## src/sdct_pkg.sv

```systemverilog
// Shared types and constants for the command timing block.
// Assumes one system clock that oversamples the memory clock pin.
package sdct_pkg;

    localparam int unsigned SYNC_STAGES       = 2;
    localparam int unsigned NUM_BANKS         = 8;
    localparam int unsigned BANK_W            = 3;
    localparam int unsigned LAT_W             = 5;
    localparam int unsigned CNT_W             = 8;
    localparam int unsigned PIPE_W            = 64;
    localparam int unsigned IDX_W             = 6;

    // Write recovery floor while the delay loop is off
    localparam int unsigned WR_DLL_OFF_NS     = 15;
    localparam logic [CNT_W-1:0] WR_DLL_OFF_MIN_CK = 8'h04;

    // Edge count from write latency point to recovery start
    localparam logic [IDX_W-1:0] WR_START_FULL = 6'h04;
    localparam logic [IDX_W-1:0] WR_START_CHOP = 6'h02;

    // Plain default for activate to precharge minimum, in memory clocks
    localparam logic [CNT_W-1:0] ACT_TO_PRE_MIN_DEF = 8'h0f;
    localparam int unsigned CK_PERIOD_PS_DEF  = 200000;

    typedef enum logic [1:0] {
        SDCT_BURST_FIXED_EIGHT,
        SDCT_BURST_FIXED_CHOP,
        SDCT_BURST_PER_COMMAND
    } sdct_burst_e;

    typedef enum logic [2:0] {
        SDCT_CMD_NONE,
        SDCT_CMD_ACTIVATE,
        SDCT_CMD_READ,
        SDCT_CMD_WRITE,
        SDCT_CMD_PRECHARGE
    } sdct_cmd_e;

    typedef struct packed {
        logic              cs_n;
        logic              ras_n;
        logic              cas_n;
        logic              we_n;
        logic [BANK_W-1:0] bank;
        logic              auto_pre;
    } sdct_cmd_pins_s;

    typedef struct packed {
        logic [LAT_W-1:0]  read_latency;
        logic [LAT_W-1:0]  additive_latency;
        logic [LAT_W-1:0]  write_latency;
        sdct_burst_e       burst_mode;
        logic              delay_loop_disabled;
        logic [CNT_W-1:0]  write_recovery_interval;
        logic [CNT_W-1:0]  activate_to_precharge_min;
    } sdct_mode_cfg_s;

endpackage : sdct_pkg

```

## src/sdct_bank.sv

```systemverilog
// One bank's activation age and auto precharge hold-off.
// Assumes tick_i is a one-cycle pulse per memory clock rising edge.
module sdct_bank (
    input  wire logic                      sys_clk_i,
    input  wire logic                      resetn_i,
    input  wire logic                      tick_i,
    input  wire logic                      activate_i,
    input  wire logic                      close_i,
    input  wire logic                      ap_arm_i,
    input  wire logic [sdct_pkg::CNT_W-1:0] ap_wait_i,
    input  wire logic [sdct_pkg::CNT_W-1:0] ras_min_i,
    output logic                           precharge_o,
    output logic                           open_o
);

    typedef struct packed {
        logic [sdct_pkg::CNT_W-1:0] age;
        logic [sdct_pkg::CNT_W-1:0] wait_cnt;
        logic                       pending;
        logic                       open;
        logic                       fire;
    } sdct_bank_s;

    sdct_bank_s                 st_r;
    sdct_bank_s                 st_nxt;
    logic                       ready;
    logic [sdct_pkg::CNT_W-1:0] age_step;

    // Age and wait as they stand once this edge is counted
    assign age_step = (st_r.age != '1) ? st_r.age + 1'b1 : st_r.age;
    assign ready    = st_r.pending && (age_step >= ras_min_i) &&
                      (st_r.wait_cnt <= 8'h01);

    always_comb
    begin
        st_nxt      = st_r;
        st_nxt.fire = 1'b0;
        if (tick_i)
        begin
            // Age in whole memory clock edges
            if (st_r.age != '1)
                st_nxt.age = st_r.age + 1'b1;
            if (st_r.wait_cnt != '0)
                st_nxt.wait_cnt = st_r.wait_cnt - 1'b1;
            if (ready)
            begin
                // Internal precharge held until bank old enough
                st_nxt.fire    = 1'b1;
                st_nxt.pending = 1'b0;
                st_nxt.open    = 1'b0;
            end
            if (activate_i)
            begin
                // Reopened bank takes no internal precharge
                st_nxt.fire    = 1'b0;
                st_nxt.age     = '0;
                st_nxt.open    = 1'b1;
                st_nxt.pending = 1'b0;
            end
            else if (close_i)
            begin
                st_nxt.open    = 1'b0;
                st_nxt.pending = 1'b0;
            end
            else if (ap_arm_i)
            begin
                st_nxt.pending  = 1'b1;
                st_nxt.wait_cnt = ap_wait_i;
            end
        end
    end

    always_ff @(posedge sys_clk_i or negedge resetn_i)
    begin
        if (!resetn_i)
            st_r <= '0;
        else
            st_r <= st_nxt;
    end

    assign precharge_o = st_r.fire;
    assign open_o      = st_r.open;
endmodule : sdct_bank

```

## src/sdct_top.sv

```systemverilog
// Command timing core: samples the memory clock and command pins, tracks banks,
// write recovery start and the read strobe reference edge.
// Assumes sys_clk_i is several times faster than the memory clock on ck_i.
//
// Function
// - Spacings count whole memory clock edges, rounded up from nanoseconds.
// - Auto precharge internal precharge waits until activate to precharge minimum.
// - Delay loop off: write recovery is max of four clocks and 15 ns.
// - Recovery starts four edges after write latency, two for fixed chop.
// - Delay loop off: strobe reference at read latency plus additive minus one.
module sdct_top #(
    parameter int unsigned CK_PERIOD_PS = sdct_pkg::CK_PERIOD_PS_DEF
) (
    input  wire logic                            sys_clk_i,
    input  wire logic                            resetn_i,
    input  wire logic                            ck_i,
    input  wire sdct_pkg::sdct_cmd_pins_s        cmd_pins_i,
    input  wire sdct_pkg::sdct_mode_cfg_s        mode_cfg_i,
    output logic [sdct_pkg::NUM_BANKS-1:0]       int_precharge_o,
    output logic [sdct_pkg::NUM_BANKS-1:0]       bank_open_o,
    output logic                                 recovery_start_o,
    output logic                                 read_strobe_ref_o,
    output logic [sdct_pkg::CNT_W-1:0]           write_recovery_ck_o
);

    localparam int unsigned WR_DLL_OFF_RU =
        (sdct_pkg::WR_DLL_OFF_NS * 1000 + CK_PERIOD_PS - 1) / CK_PERIOD_PS;
    localparam logic [sdct_pkg::CNT_W-1:0] WR_DLL_OFF_CK =
        sdct_pkg::CNT_W'(WR_DLL_OFF_RU);

    typedef struct packed {
        logic [sdct_pkg::SYNC_STAGES-1:0] ck_sync;
        logic                             ck_last;
        sdct_pkg::sdct_cmd_pins_s         pins_s1;
        sdct_pkg::sdct_cmd_pins_s         pins_s2;
        logic [sdct_pkg::PIPE_W-1:0]      rd_pipe;
        logic [sdct_pkg::PIPE_W-1:0]      wr_pipe;
        logic                             rd_ref;
        logic                             wr_start;
        logic [sdct_pkg::CNT_W-1:0]       wr_ck;
    } sdct_top_s;

    sdct_top_s                   st_r;
    sdct_top_s                   st_nxt;
    logic                        tick;
    sdct_pkg::sdct_cmd_e         cmd;
    logic [sdct_pkg::CNT_W-1:0]  wr_sel;
    logic [sdct_pkg::IDX_W-1:0]  rd_idx;
    logic [sdct_pkg::IDX_W-1:0]  wr_idx;
    logic [sdct_pkg::IDX_W-1:0]  wr_off;
    logic [sdct_pkg::CNT_W-1:0]  ap_wait;

    function automatic sdct_pkg::sdct_cmd_e decode_cmd(input sdct_pkg::sdct_cmd_pins_s p);
        logic [3:0] c;
        c = {p.cs_n, p.ras_n, p.cas_n, p.we_n};
        case (c)
            4'h3:    decode_cmd = sdct_pkg::SDCT_CMD_ACTIVATE;
            4'h5:    decode_cmd = sdct_pkg::SDCT_CMD_READ;
            4'h4:    decode_cmd = sdct_pkg::SDCT_CMD_WRITE;
            4'h2:    decode_cmd = sdct_pkg::SDCT_CMD_PRECHARGE;
            default: decode_cmd = sdct_pkg::SDCT_CMD_NONE;
        endcase
    endfunction : decode_cmd

    // Rising memory clock edge from the second stage onward only
    assign tick = st_r.ck_sync[1] && !st_r.ck_last;
    assign cmd  = decode_cmd(st_r.pins_s2);

    // Write recovery length, fixed at the floor when the delay loop is off
    always_comb
    begin
        wr_sel = mode_cfg_i.write_recovery_interval;
        if (mode_cfg_i.delay_loop_disabled)
        begin
            wr_sel = (WR_DLL_OFF_CK > sdct_pkg::WR_DLL_OFF_MIN_CK) ?
                     WR_DLL_OFF_CK : sdct_pkg::WR_DLL_OFF_MIN_CK;
        end
    end

    assign wr_off  = (mode_cfg_i.burst_mode == sdct_pkg::SDCT_BURST_FIXED_CHOP) ?
                     sdct_pkg::WR_START_CHOP : sdct_pkg::WR_START_FULL;
    assign wr_idx  = sdct_pkg::IDX_W'(mode_cfg_i.write_latency) + wr_off - 1'b1;
    // Reference edge at read plus additive latency less one, so pipe slot less two
    assign rd_idx  = (sdct_pkg::IDX_W'(mode_cfg_i.read_latency)
                     + sdct_pkg::IDX_W'(mode_cfg_i.additive_latency) > 6'h02) ?
                     sdct_pkg::IDX_W'(mode_cfg_i.read_latency)
                     + sdct_pkg::IDX_W'(mode_cfg_i.additive_latency) - 6'h02 :
                     6'h00;
    assign ap_wait = sdct_pkg::CNT_W'(wr_idx) + 8'h01 + wr_sel;

    always_comb
    begin
        st_nxt          = st_r;
        st_nxt.ck_sync  = {st_r.ck_sync[0], ck_i};
        st_nxt.ck_last  = st_r.ck_sync[1];
        st_nxt.pins_s1  = cmd_pins_i;
        st_nxt.pins_s2  = st_r.pins_s1;
        st_nxt.rd_ref   = 1'b0;
        st_nxt.wr_start = 1'b0;
        st_nxt.wr_ck    = wr_sel;
        if (tick)
        begin
            st_nxt.rd_ref   = st_r.rd_pipe[0];
            st_nxt.wr_start = st_r.wr_pipe[0];
            st_nxt.rd_pipe  = st_r.rd_pipe >> 1;
            st_nxt.wr_pipe  = st_r.wr_pipe >> 1;
            if (cmd == sdct_pkg::SDCT_CMD_READ)
                st_nxt.rd_pipe[rd_idx] = 1'b1;
            if (cmd == sdct_pkg::SDCT_CMD_WRITE)
                st_nxt.wr_pipe[wr_idx] = 1'b1;
        end
    end

    always_ff @(posedge sys_clk_i or negedge resetn_i)
    begin
        if (!resetn_i)
            st_r <= '0;
        else
            st_r <= st_nxt;
    end

    genvar b;
    generate
        for (b = 0; b < sdct_pkg::NUM_BANKS; b++)
        begin : g_bank
            logic hit;
            assign hit = (st_r.pins_s2.bank == sdct_pkg::BANK_W'(b));
            sdct_bank u_bank (
                .sys_clk_i   (sys_clk_i),
                .resetn_i    (resetn_i),
                .tick_i      (tick),
                .activate_i  (hit && cmd == sdct_pkg::SDCT_CMD_ACTIVATE),
                .close_i     (hit && cmd == sdct_pkg::SDCT_CMD_PRECHARGE),
                .ap_arm_i    (hit && st_r.pins_s2.auto_pre &&
                              (cmd == sdct_pkg::SDCT_CMD_READ ||
                               cmd == sdct_pkg::SDCT_CMD_WRITE)),
                .ap_wait_i   ((cmd == sdct_pkg::SDCT_CMD_WRITE) ? ap_wait : '0),
                .ras_min_i   (mode_cfg_i.activate_to_precharge_min),
                .precharge_o (int_precharge_o[b]),
                .open_o      (bank_open_o[b])
            );
        end
    endgenerate

    assign recovery_start_o    = st_r.wr_start;
    assign read_strobe_ref_o   = st_r.rd_ref;
    assign write_recovery_ck_o = st_r.wr_ck;
endmodule : sdct_top

```

## config.mk

```make
export PLATFORM = sky130hd
export DESIGN_NAME = sdct_top
export DESIGN_NICKNAME = d
export VERILOG_FILES = /design/src/sdct_pkg.sv /design/src/sdct_bank.sv /design/src/sdct_top.sv
export SDC_FILE = /design/constraint.sdc
export NUM_CORES = 1
export LEC_CHECK = 0
export BUFFER_PORTS_ARGS = -buffer_cell sky130_fd_sc_hd__buf_2
export CAP_MARGIN = 20
export CORE_ASPECT_RATIO = 0.75
export CORE_MARGIN = 2
export CORE_UTILIZATION = 40
export DETAILED_ROUTE_END_ITERATION = 10
export GPL_TIMING_DRIVEN = 0
export MAX_ROUTING_LAYER = met4
export PLACE_DENSITY = 0.64
export SETUP_SLACK_MARGIN = 0.05
export SYNTH_ARGS = -nofsm -noshare
export SYNTH_HDL_FRONTEND = slang
export SYNTH_HIERARCHICAL = 1
export SYNTH_SLANG_ARGS = --single-unit
```

## constraint.sdc

```tcl
create_clock -name sys_clk_i -period 3.3 [get_ports sys_clk_i]
set_clock_uncertainty 0.15 [all_clocks]
set_input_delay 0.165 -clock sys_clk_i [delete_from_list [all_inputs] [get_ports sys_clk_i]]
set_output_delay 0.165 -clock sys_clk_i [all_outputs]
set_load 0.05 [all_outputs]
```

Word-level counts from Yosys, hierarchy flattened
Cells that the tools add are included.

word-level totals
  bits in registers = 309
  latch bits = 0
  bits in writable memories = 0
  memory bits (read-only) = 0
  input port bits = 45
  output and inout bits = 26
  word-level logic and storage cells = 330
  memories = 0

operators by class
  add/subtract/negate cells = 22
  multipliers = 0
  div/mod/pow operators = 0
  $lt $le $gt $ge = 21
  equal/unequal tests = 24
  shifts and indexed selects = 0
  muxes and demuxes = 108
  bitwise gates (word level) = 2
  reduce and logical (&&, ||, !) cells = 94

operator list
  kind                                                        count
  two-way mux 8 bit                                           42
  two-way mux 64 bit                                          2
  OR 63 x 64 -> 64 bit                                        2
  two-way mux 9 bit                                           8
  adder 8 x 1 -> 8 bit, second input constant                 8
  >= comparator 8 bit                                         8
  <= comparator 8 x 1 -> 1 bit, second input constant         8
  inequality test 8 bit, second input constant                8
  nonzero test 8 bit                                          8
  subtractor 8 x 1 -> 8 bit, second input constant            8
  logical AND 1 bit                                           51
  two-way mux 1 bit                                           34
  AND reduction 2 bit                                         16
  nonzero test 4 bit                                          8
  two-way mux 3 bit                                           9
  nonzero test 3 bit                                          8
  two-way mux 2 bit                                           9
  == test 3 bit, second input constant                        5
  less-than comparator 6 x 7 -> 1 bit, second input constant  2
  demux 1 bit (select 6 bit)                                  2
  == test 3 x 2 -> 1 bit, second input constant               4
  >= comparator 6 x 1 -> 1 bit, second input constant         2
  case mux 3 bit (4 select lines)                             1
  adder 7 x 8 -> 8 bit                                        1
  other kinds (14)                                            17

Depth between registers and ports, before layout
Gate-level depths: netlist of the first run.

  depth in word-level cells = 10
  mapped depth = 18
  mapped depth without buffers = 18

Modules after synthesis
Netlist of the first run, hierarchy kept.

modules (own cells, without submodules)
  module     instances  cells each  area each (sq um)  sequential area each (sq um)
  sdct_bank  8          160         1461.4             475.5
  sdct_top   1          761         7672.4             3928.8

Worst setup path after synthesis of the first run
No wires, ideal clock.

  kind = in2reg
  from = input port mode_cfg_i[18] (netlist name)
  to = register g_bank[0].u_bank/st_r[8] (netlist name)
  setup time = 0.066 ns
  arrival = 3.554 ns
  data required time = 3.084 ns
  path slack = -0.471 ns
  cell stages on the path = 16
  buffers on the path = 0
  cells stage by stage = nand2b_1 ha_1 inv_1 ha_1 fa_1 xnor2_1 inv_1 ha_1 inv_1 a21oi_1 o21a_1 o21a_1 nor3_1 nand2_2 o41ai_2 a22o_1

between the ends
  word-level cells in the longest chain between the ends = 10

RTL lines
  element                    RTL line         text
  start, declared            sdct_top.sv:18   input wire sdct_pkg::sdct_mode_cfg_s mode_cfg_i,
  == test 2 x 1 -> 1 bit     sdct_top.sv:80   assign wr_off = (mode_cfg_i.burst_mode == sdct_pkg::SDCT_BURST_FIXED_CHOP) ?
  two-way mux 3 bit          sdct_top.sv:80
  adder 5 x 3 -> 6 bit       sdct_top.sv:82   assign wr_idx = sdct_pkg::IDX_W'(mode_cfg_i.write_latency) + wr_off - 1'b1;
  subtractor 6 x 1 -> 6 bit  sdct_top.sv:82
  adder 6 x 1 -> 7 bit       sdct_top.sv:89   assign ap_wait = sdct_pkg::CNT_W'(wr_idx) + 8'h01 + wr_sel;
  adder 7 x 8 -> 8 bit       sdct_top.sv:89
  two-way mux 8 bit          sdct_top.sv:137  .ap_wait_i ((cmd == sdct_pkg::SDCT_CMD_WRITE) ? ap_wait : '0),
  two-way mux 9 bit          sdct_bank.sv:65  else if (ap_arm_i)
  two-way mux 8 bit          sdct_bank.sv:60  else if (close_i)
  two-way mux 8 bit          sdct_bank.sv:52  if (activate_i)
  end signal, assigned       sdct_bank.sv:78  st_r <= st_nxt;
  end, declared              sdct_bank.sv:24  sdct_bank_s st_r;

Every way passes these cells.
A chain may end at the register's enable or synchronous reset.

Worst setup path in the final report of the first run
  from = input port mode_cfg_i[18] (netlist name)
  to = register g_bank[2].u_bank/st_r[10] (netlist name)

between the ends
  word-level cells in the longest chain between the ends = 10

RTL lines
  element                    RTL line
  == test 2 x 1 -> 1 bit     sdct_top.sv:80
  two-way mux 3 bit          sdct_top.sv:80
  adder 5 x 3 -> 6 bit       sdct_top.sv:82
  subtractor 6 x 1 -> 6 bit  sdct_top.sv:82
  adder 6 x 1 -> 7 bit       sdct_top.sv:89
  adder 7 x 8 -> 8 bit       sdct_top.sv:89
  two-way mux 8 bit          sdct_top.sv:137
  two-way mux 9 bit          sdct_bank.sv:65
  two-way mux 8 bit          sdct_bank.sv:60
  two-way mux 8 bit          sdct_bank.sv:52
  end signal, assigned       sdct_bank.sv:78
  end, declared              sdct_bank.sv:24

Every way passes these cells.

==> results of run 1 <==
==> metal layers <==
metal	routed length, µm	share of wire (%)
met5	0	0
met4	1150	2.3
met3	2510	5.0
met2	22600	45
met1	24300	48
==> final cells by class <==
cell class,count,area [µm²]
repair buffers,115,861
multi-input cells,1519,10700
flip-flops and latches,309,7730
inverters,121,454
clock inverters,18,221
well taps,639,800
plain buffers,91,589
clock buffers,44,981
fillers,4476,25200
==> how the worst max path moves through the flow <==
stage | start | to | slack, ns | cells past startpoint
3_3_place_gp | resetn_i | g_bank[3].u_bank/st_r[13] | -4.31 | 1
5_1_grt | mode_cfg_i[18] | g_bank[5].u_bank/st_r[10] | 0.02 | 19
3_5_place_dp | mode_cfg_i[18] | g_bank[3].u_bank/st_r[10] | -1.12 | 17
6_report | mode_cfg_i[18] | g_bank[2].u_bank/st_r[10] | 0.19 | 19
4_1_cts | mode_cfg_i[18] | g_bank[3].u_bank/st_r[6] | 0.04 | 15
2_1_floorplan | mode_cfg_i[18] | g_bank[0].u_bank/st_r[10] | -0.05 | 17
==> logic make-up after synthesis <==
| kind of cell | share of synthesized area, % |
|---|---|
| fa+ha+maj | 7.16 |
| flops | 39.9 |
| buf+inv | 5.41 |
| mux | 5.07 |
| simple gates | 19.8 |
| xor+xnor | 1.94 |
| compound gates | 20.7 |
==> stage by stage <==
| stage | setup WS [ns] | setup TNS, ns |
|---|---|---|
| 6_report | 0.189 | 0 |
| 2_1_floorplan | -0.0452 | -0.361 |
| 5_1_grt | 0.0197 | 0 |
| 4_1_cts | 0.0374 | 0 |
| 3_3_place_gp | -4.31 | -1370.65 |
| 3_5_place_dp | -1.12 | -25.90 |
==> flip-flops by register name (all words and copies together), names as in the netlist <==
signal / count
st_r: 137
write_recovery_ck_o: 8
g_bank.u_bank/st_r: 136
read_strobe_ref_o: 1
recovery_start_o: 1
g_bank.u_bank/precharge_o: 8
st_nxt: 10
g_bank.u_bank/open_o: 8
==> report_power, final <==
part           internal, mW  leakage [nW]  switching [mW]
clock network          2.44         0.592            1.68
logic                  1.66          5.49            2.28
registers              4.56          3.67           0.894
total                  8.66          9.75            4.86
==> cell usage after synthesis, types with 9 or more instances <==
cell,instances,area (µm²)
dfrtp_1,309,7730
nor2b_1,18,113
and3_1,10,62.6
ha_1,106,1330
o22ai_1,15,93.8
xor2_1,19,166
nand2b_1,41,257
buf_2,24,120
a31oi_1,9,56.3
buf_6,25,282
nor3_1,26,130
nand3_1,40,200
and2_1,10,62.6
clkbuf_1,33,124
a21o_1,14,105
nor2_1,172,646
o21ai_0,171,856
nor3b_2,9,113
o31ai_1,75,563
nand2_2,16,100
a21oi_1,128,641
a22o_1,56,490
a21oi_2,9,78.8
nor4_1,34,213
mux2i_1,77,771
xnor2_1,22,193
inv_1,119,447
nand2_1,200,751
o21ai_1,44,220
==> repair_timing <==
action	4_1_cts	5_1_grt
resized for setup	4	9
setup buffers	2	3
hold buffers	29	0
setup endpoints to repair	33	52
pin swaps	2	5
hold endpoints to repair	202	0
==> critical path: stages <==
cell      delay (ns)
buf_2           0.08
nand2b_4        0.13
inv_1           0.04
ha_1            0.26
inv_1           0.06
ha_1            0.29
a21o_1          0.20
a21oi_2         0.18
xor2_2          0.24
inv_2           0.12
ha_2            0.22
or3_1           0.35
o211ai_1        0.20
xor2_1          0.28
nor3_4          0.07
buf_12          0.16
nand2_1         0.07
o21ai_1         0.06
a22o_1          0.21
==> results by group, run 1 <==
Run status
  • Status: complete, no violations

Critical path
  • CP required: 3.58 ns
  • Reg-to-Reg End: g_bank[2].u_bank/st_r[8]
  • Crit path arrival time: around 3.4 ns
  • CP Launch Type: input port
  • Critical R2R Launch: st_r[142]
  • Reg2Reg Setup Slack: 0.28 ns
  • Worst Path Max Fanout: 8
  • Reg2Reg Depth: 9
  • Worst setup EP type: register
  • CP Class: input port to register

Timing
  • Pins over their slew limit: 0
  • Relative slew slack: 29.9%
  • Final worst path period share: a little over nine tenths
  • Worst slew pin tran: 1.04 ns
  • Maximum clock rate: 0.321 GHz
  • Fin. Hold Viols: 0
  • Tmin final: 3.11 ns
  • RSZ-0062 raised after global routing: yes
  • Final setup viols: 0
  • Hold slack final: 0.0152 ns

Global route
  • Met2 Resource Use GR: 31.4%
  • Vias in the first global route: 15.4k
  • First-pass GRT wire length: 82.7 mm
  • GRT Residual Overflow: 0
  • Largest net degree at the start of global routing: 109
  • Met1 usage: between 20% and 30%
  • GR peak layer: met2
  • Initial antenna violation count: 0
  • Met3 Track Usage GR: 2.99%
  • Overall Global Routing Usage: 20.8%

Synth
  • Synth Flop Type: dfrtp_1
  • Synthesized cell area: 19400 µm²
  • Synth Instances: 2041
  • Post-synth EDFFs: 0
  • Synth warn: 6
  • Syn Nets: 2195
  • Cell variety after synth: 76
  • Synth Register Bits: roughly 310
  • Register area share after synthesis: 39.9%
  • Avg Cell Area, Syn: roughly 9.5 µm²
  • Share of flip-flops with an asynchronous set or reset: 100%

Finish
  • Share of layout cells above drive strength 1: 17.1%
  • ANT cells: 0
  • Commonest non-fill, non-tap cell in the layout: dfrtp_1
  • Final core utilization: a little under half
  • Post-Layout Inst Area: 22400 µm²
  • Area grow syn2layout: 15.6%
  • Nets: 2347
  • Non-Filler Instances: about 2.9k
  • Commonest cells after routing, fill and taps aside: dfrtp_1 (309), nand2_1 (199), nor2_1 (171)

Routing
  • Via count: 16.0k
  • DRT Pass-1 Iters: 6
  • Initial drt markers: 1230
  • Residual DRC: 0
  • Final WL: 50.5 mm
  • Vias/cell: 5.59
  • Final antenna-violating net count: 0
  • Drt wl/cell: 17.7 µm

Power
  • Total power draw: approximately 14 mW
  • Lkg Pwr: 9.75 nW
  • Cell Pwr Density: 604 nW/µm²
  • Peak VDD IR: 0.526 mV

Floorplanning
  • Die height: 195 µm
  • IO Count: 71
  • Core Rows: 69
  • Die area: 50200 µm²
  • Initial Util: roughly 41%
  • Die Wd: 258 µm
  • Core area: 47600 µm²

Job
  • Max_cap viols: 0

Clocking
  • CTS sink count: 309
  • CTS tree: built
  • Clock input transition at the sequential cells of the worst setup and hold paths: 0.06 ns
  • Clock Path Buffers: 3
  • Clk root buf: clkbuf_16
  • H-tree levels: 2
  • Worst-Skew Late Latency: 0.56 ns
  • Number of buffers created by CTS: 36

Placed design
  • Area post-placement: 20800 µm²
  • Placed Cells: ~2.8k
  • RePlAce Congestion: 0.900
  • Half-perimeter wire length after detailed placement: 35.4 mm
  • Buffers added on ports: 70

Min path
  • Hold/Removal Path Class: input port to async pin
No activity file was read; power rests on OpenSTA's default activity.
==> run 2: changes to the inputs <==
- HOLD_SLACK_MARGIN: default -> 0.08
==> results by group, run 2 (synthesis gave the netlist of run 1 again) <==
Global route
  • Vias in the first global route: 15.4k (+0.033%)
  • GRT Residual Overflow: 0 (unchanged)
  • Initial antenna violation count: 0 (unchanged)
  • Largest net degree at the start of global routing: 109 (unchanged)
  • First-pass GRT wire length: 83.0 mm (+0.31%)
  • Overall Global Routing Usage: 20.9% (+0.073 points)

Routing
  • Final antenna-violating net count: 0 (unchanged)
  • Via count: 16.0k (-0.14%)
  • Final WL: 50.7 mm (+0.41%)
  • Vias/cell: 5.58 (-0.31%)
  • Residual DRC: 0 (unchanged)
  • Drt wl/cell: 17.7 µm (+0.24%)
  • Initial drt markers: 1289 (+4.8%)
  • DRT Pass-1 Iters: 5 (-1)

Timing
  • Final setup margin: 0.171 ns (-0.0184 ns)
  • Relative slew slack: 30.5% (+0.59 points)
  • Hold slack final: 0.0925 ns (+0.0772 ns)
  • Fin. Hold Viols: 0 (unchanged)
  • Pins over their slew limit: 0 (unchanged)
  • RSZ-0062 raised after global routing: yes
  • Worst slew pin tran: 1.03 ns (-0.00877 ns)
  • Maximum clock rate: 0.320 GHz (-0.59%)
  • Final worst path period share: 94.8% (+0.56 points)
  • Tmin final: 3.13 ns (+0.0184 ns)
  • Final setup viols: 0 (unchanged)

Finish
  • Largest register FFs: 137 (unchanged)
  • Commonest cells after routing, fill and taps aside: dfrtp_1 (309), nand2_1 (200), nor2_1 (171)
  • ANT cells: 0 (unchanged)
  • Non-Filler Instances: 2861 (+0.18%)
  • Fillers: 4478 (+0.045%)
  • Post-Layout Inst Area: 22400 µm² (+0.27%)
  • Final core utilization: 47.2% (+0.13 points)
  • Share of layout cells above drive strength 1: 17.1% (-0.084 points)
  • Area grow syn2layout: 15.9%
  • Nets: 2352 (+0.21%)
  • Largest Register: st_r
  • Commonest non-fill, non-tap cell in the layout: dfrtp_1

Floorplanning
  • Core area: 47600 µm² (unchanged)
  • Die Wd: 258 µm (unchanged)
  • Die height: 195 µm (unchanged)
  • IO Count: 71 (unchanged)
  • Initial Util: 40.7% (unchanged)
  • Die area: 50200 µm² (unchanged)
  • Core Rows: 69 (unchanged)

Clocking
  • CTS sink count: 309 (unchanged)
  • CTS tree: built
  • Worst-Skew Late Latency: 0.56 ns (about the same)
  • Number of buffers created by CTS: 36 (unchanged)
  • Clock Path Buffers: 3 (unchanged)
  • Clk root buf: clkbuf_16
  • Clock input transition at the sequential cells of the worst setup and hold paths: 0.06 ns (about the same)
  • H-tree levels: 2 (unchanged)

Power
  • Peak VDD IR: 0.523 mV (-0.54%)
  • Switching share of total power: 35.9% (about the same)
  • Cell Pwr Density: 603 nW/µm² (-0.25%)
  • Lkg Pwr: 9.79 nW (+0.33%)
  • Reg power frac: 40.3% (about the same)
  • Clock network power share: 30.4% (about the same)
  • Switching power: 4.85 mW (about the same)
  • Combinational share of power: 29.3% (about the same)
  • Power Internal: 8.67 mW (about the same)

Placed design
  • Area post-placement: 20800 µm² (unchanged)
  • Worst slack at placement: -1.12 ns (unchanged)
  • Buffers added on ports: 70 (unchanged)
  • RePlAce Congestion: 0.900 (unchanged)
  • Placed Cells: 2761 (unchanged)
  • Half-perimeter wire length after detailed placement: 35.4 mm (unchanged)

Critical path
  • Reg2Reg Depth: 10 (+1)
  • CP required: 3.58 ns (about the same)
  • CP Class: input port to register
  • CP Launch Type: input port
  • Worst Path Max Fanout: 8 (unchanged)
  • Crit path arrival time: 3.41 ns (+0.02 ns)
  • Reg2Reg Setup Slack: 0.30 ns (+0.02 ns)
  • Worst setup EP type: register

Run status
  • Status: complete, no violations

Job
  • Max_cap viols: 0 (unchanged)

Min path
  • Hold/Removal Path Class: input port to async pin
## run 2: power groups by stage
stage	Clock (mW)	Combinational (mW)	Sequential, mW
after floorplan	0	2.98	5.32
after global placement	0	3.70	5.46
after detailed placement	0	3.86	5.50
after CTS	4.21	3.92	5.44
after global routing	4.37	4.48	5.58
final	4.11	3.96	5.45
## run 2: through the flow
stage,power [mW],TNS (ns)
floorplan,8.30,-0.361
global placement,9.16,-1370.65
detailed placement,9.35,-25.90
CTS,13.6,0
global route,14.4,-0.0227
finish,13.5,0
## run 2: cell type report
type / count / area (µm²) / share of cell area (%)
Buffer: 91 / 589 / 2.63
Multi-Input combinational cell: 1519 / 10700 / 47.8
Sequential cell: 309 / 7730 / 34.5
Tap cell: 639 / 800 / 3.56
Timing Repair Buffer: 120 / 928 / 4.14
Clock inverter: 18 / 221 / 0.987
Inverter: 121 / 454 / 2.02
Clock buffer: 44 / 981 / 4.37
## run 2: final timing paths
path                           startpoint                   endpoint
max                        mode_cfg_i[18]  g_bank[2].u_bank/st_r[10]
min                              resetn_i     write_recovery_ck_o[3]
max reg2reg                     st_r[145]   g_bank[2].u_bank/st_r[8]
min reg2reg                   st_nxt[143]                  st_r[143]
max in group asynchronous        resetn_i   g_bank[3].u_bank/st_r[2]
min in group sys_clk_i      cmd_pins_i[3]                st_nxt[141]
## run 2: repair_timing
item	CTS	global route
hold endpoints to repair	263	0
pin swaps	2	5
buffers inserted	2	3
resized for setup	4	7
setup endpoints to repair	33	52
hold buffers	34	0
## run 2: critical path: stages
cell and delay (ns):
buf_2 0.08, nand2b_4 0.12, inv_1 0.04, ha_1 0.26, inv_1 0.06, ha_1 0.30
a21o_1 0.20, a21oi_2 0.17, xor2_2 0.24, inv_2 0.13, ha_2 0.22, or3_1 0.35
o211ai_1 0.20, xor2_1 0.28, nor3_4 0.07, buf_12 0.16, nand2_1 0.07, o21ai_1 0.06
a22o_1 0.22
## run 2: layer usage
metal / global-route usage, % / vias to the layer above / part of all wire, %
met3: 2.93 / 90 / 4.7
met4: 5.89 / 0 / 2.3
met2: 31.5 / 368 / 45
met5: - / - / 0
li1: - / 7687 / -
met1: 29.4 / 7812 / 48
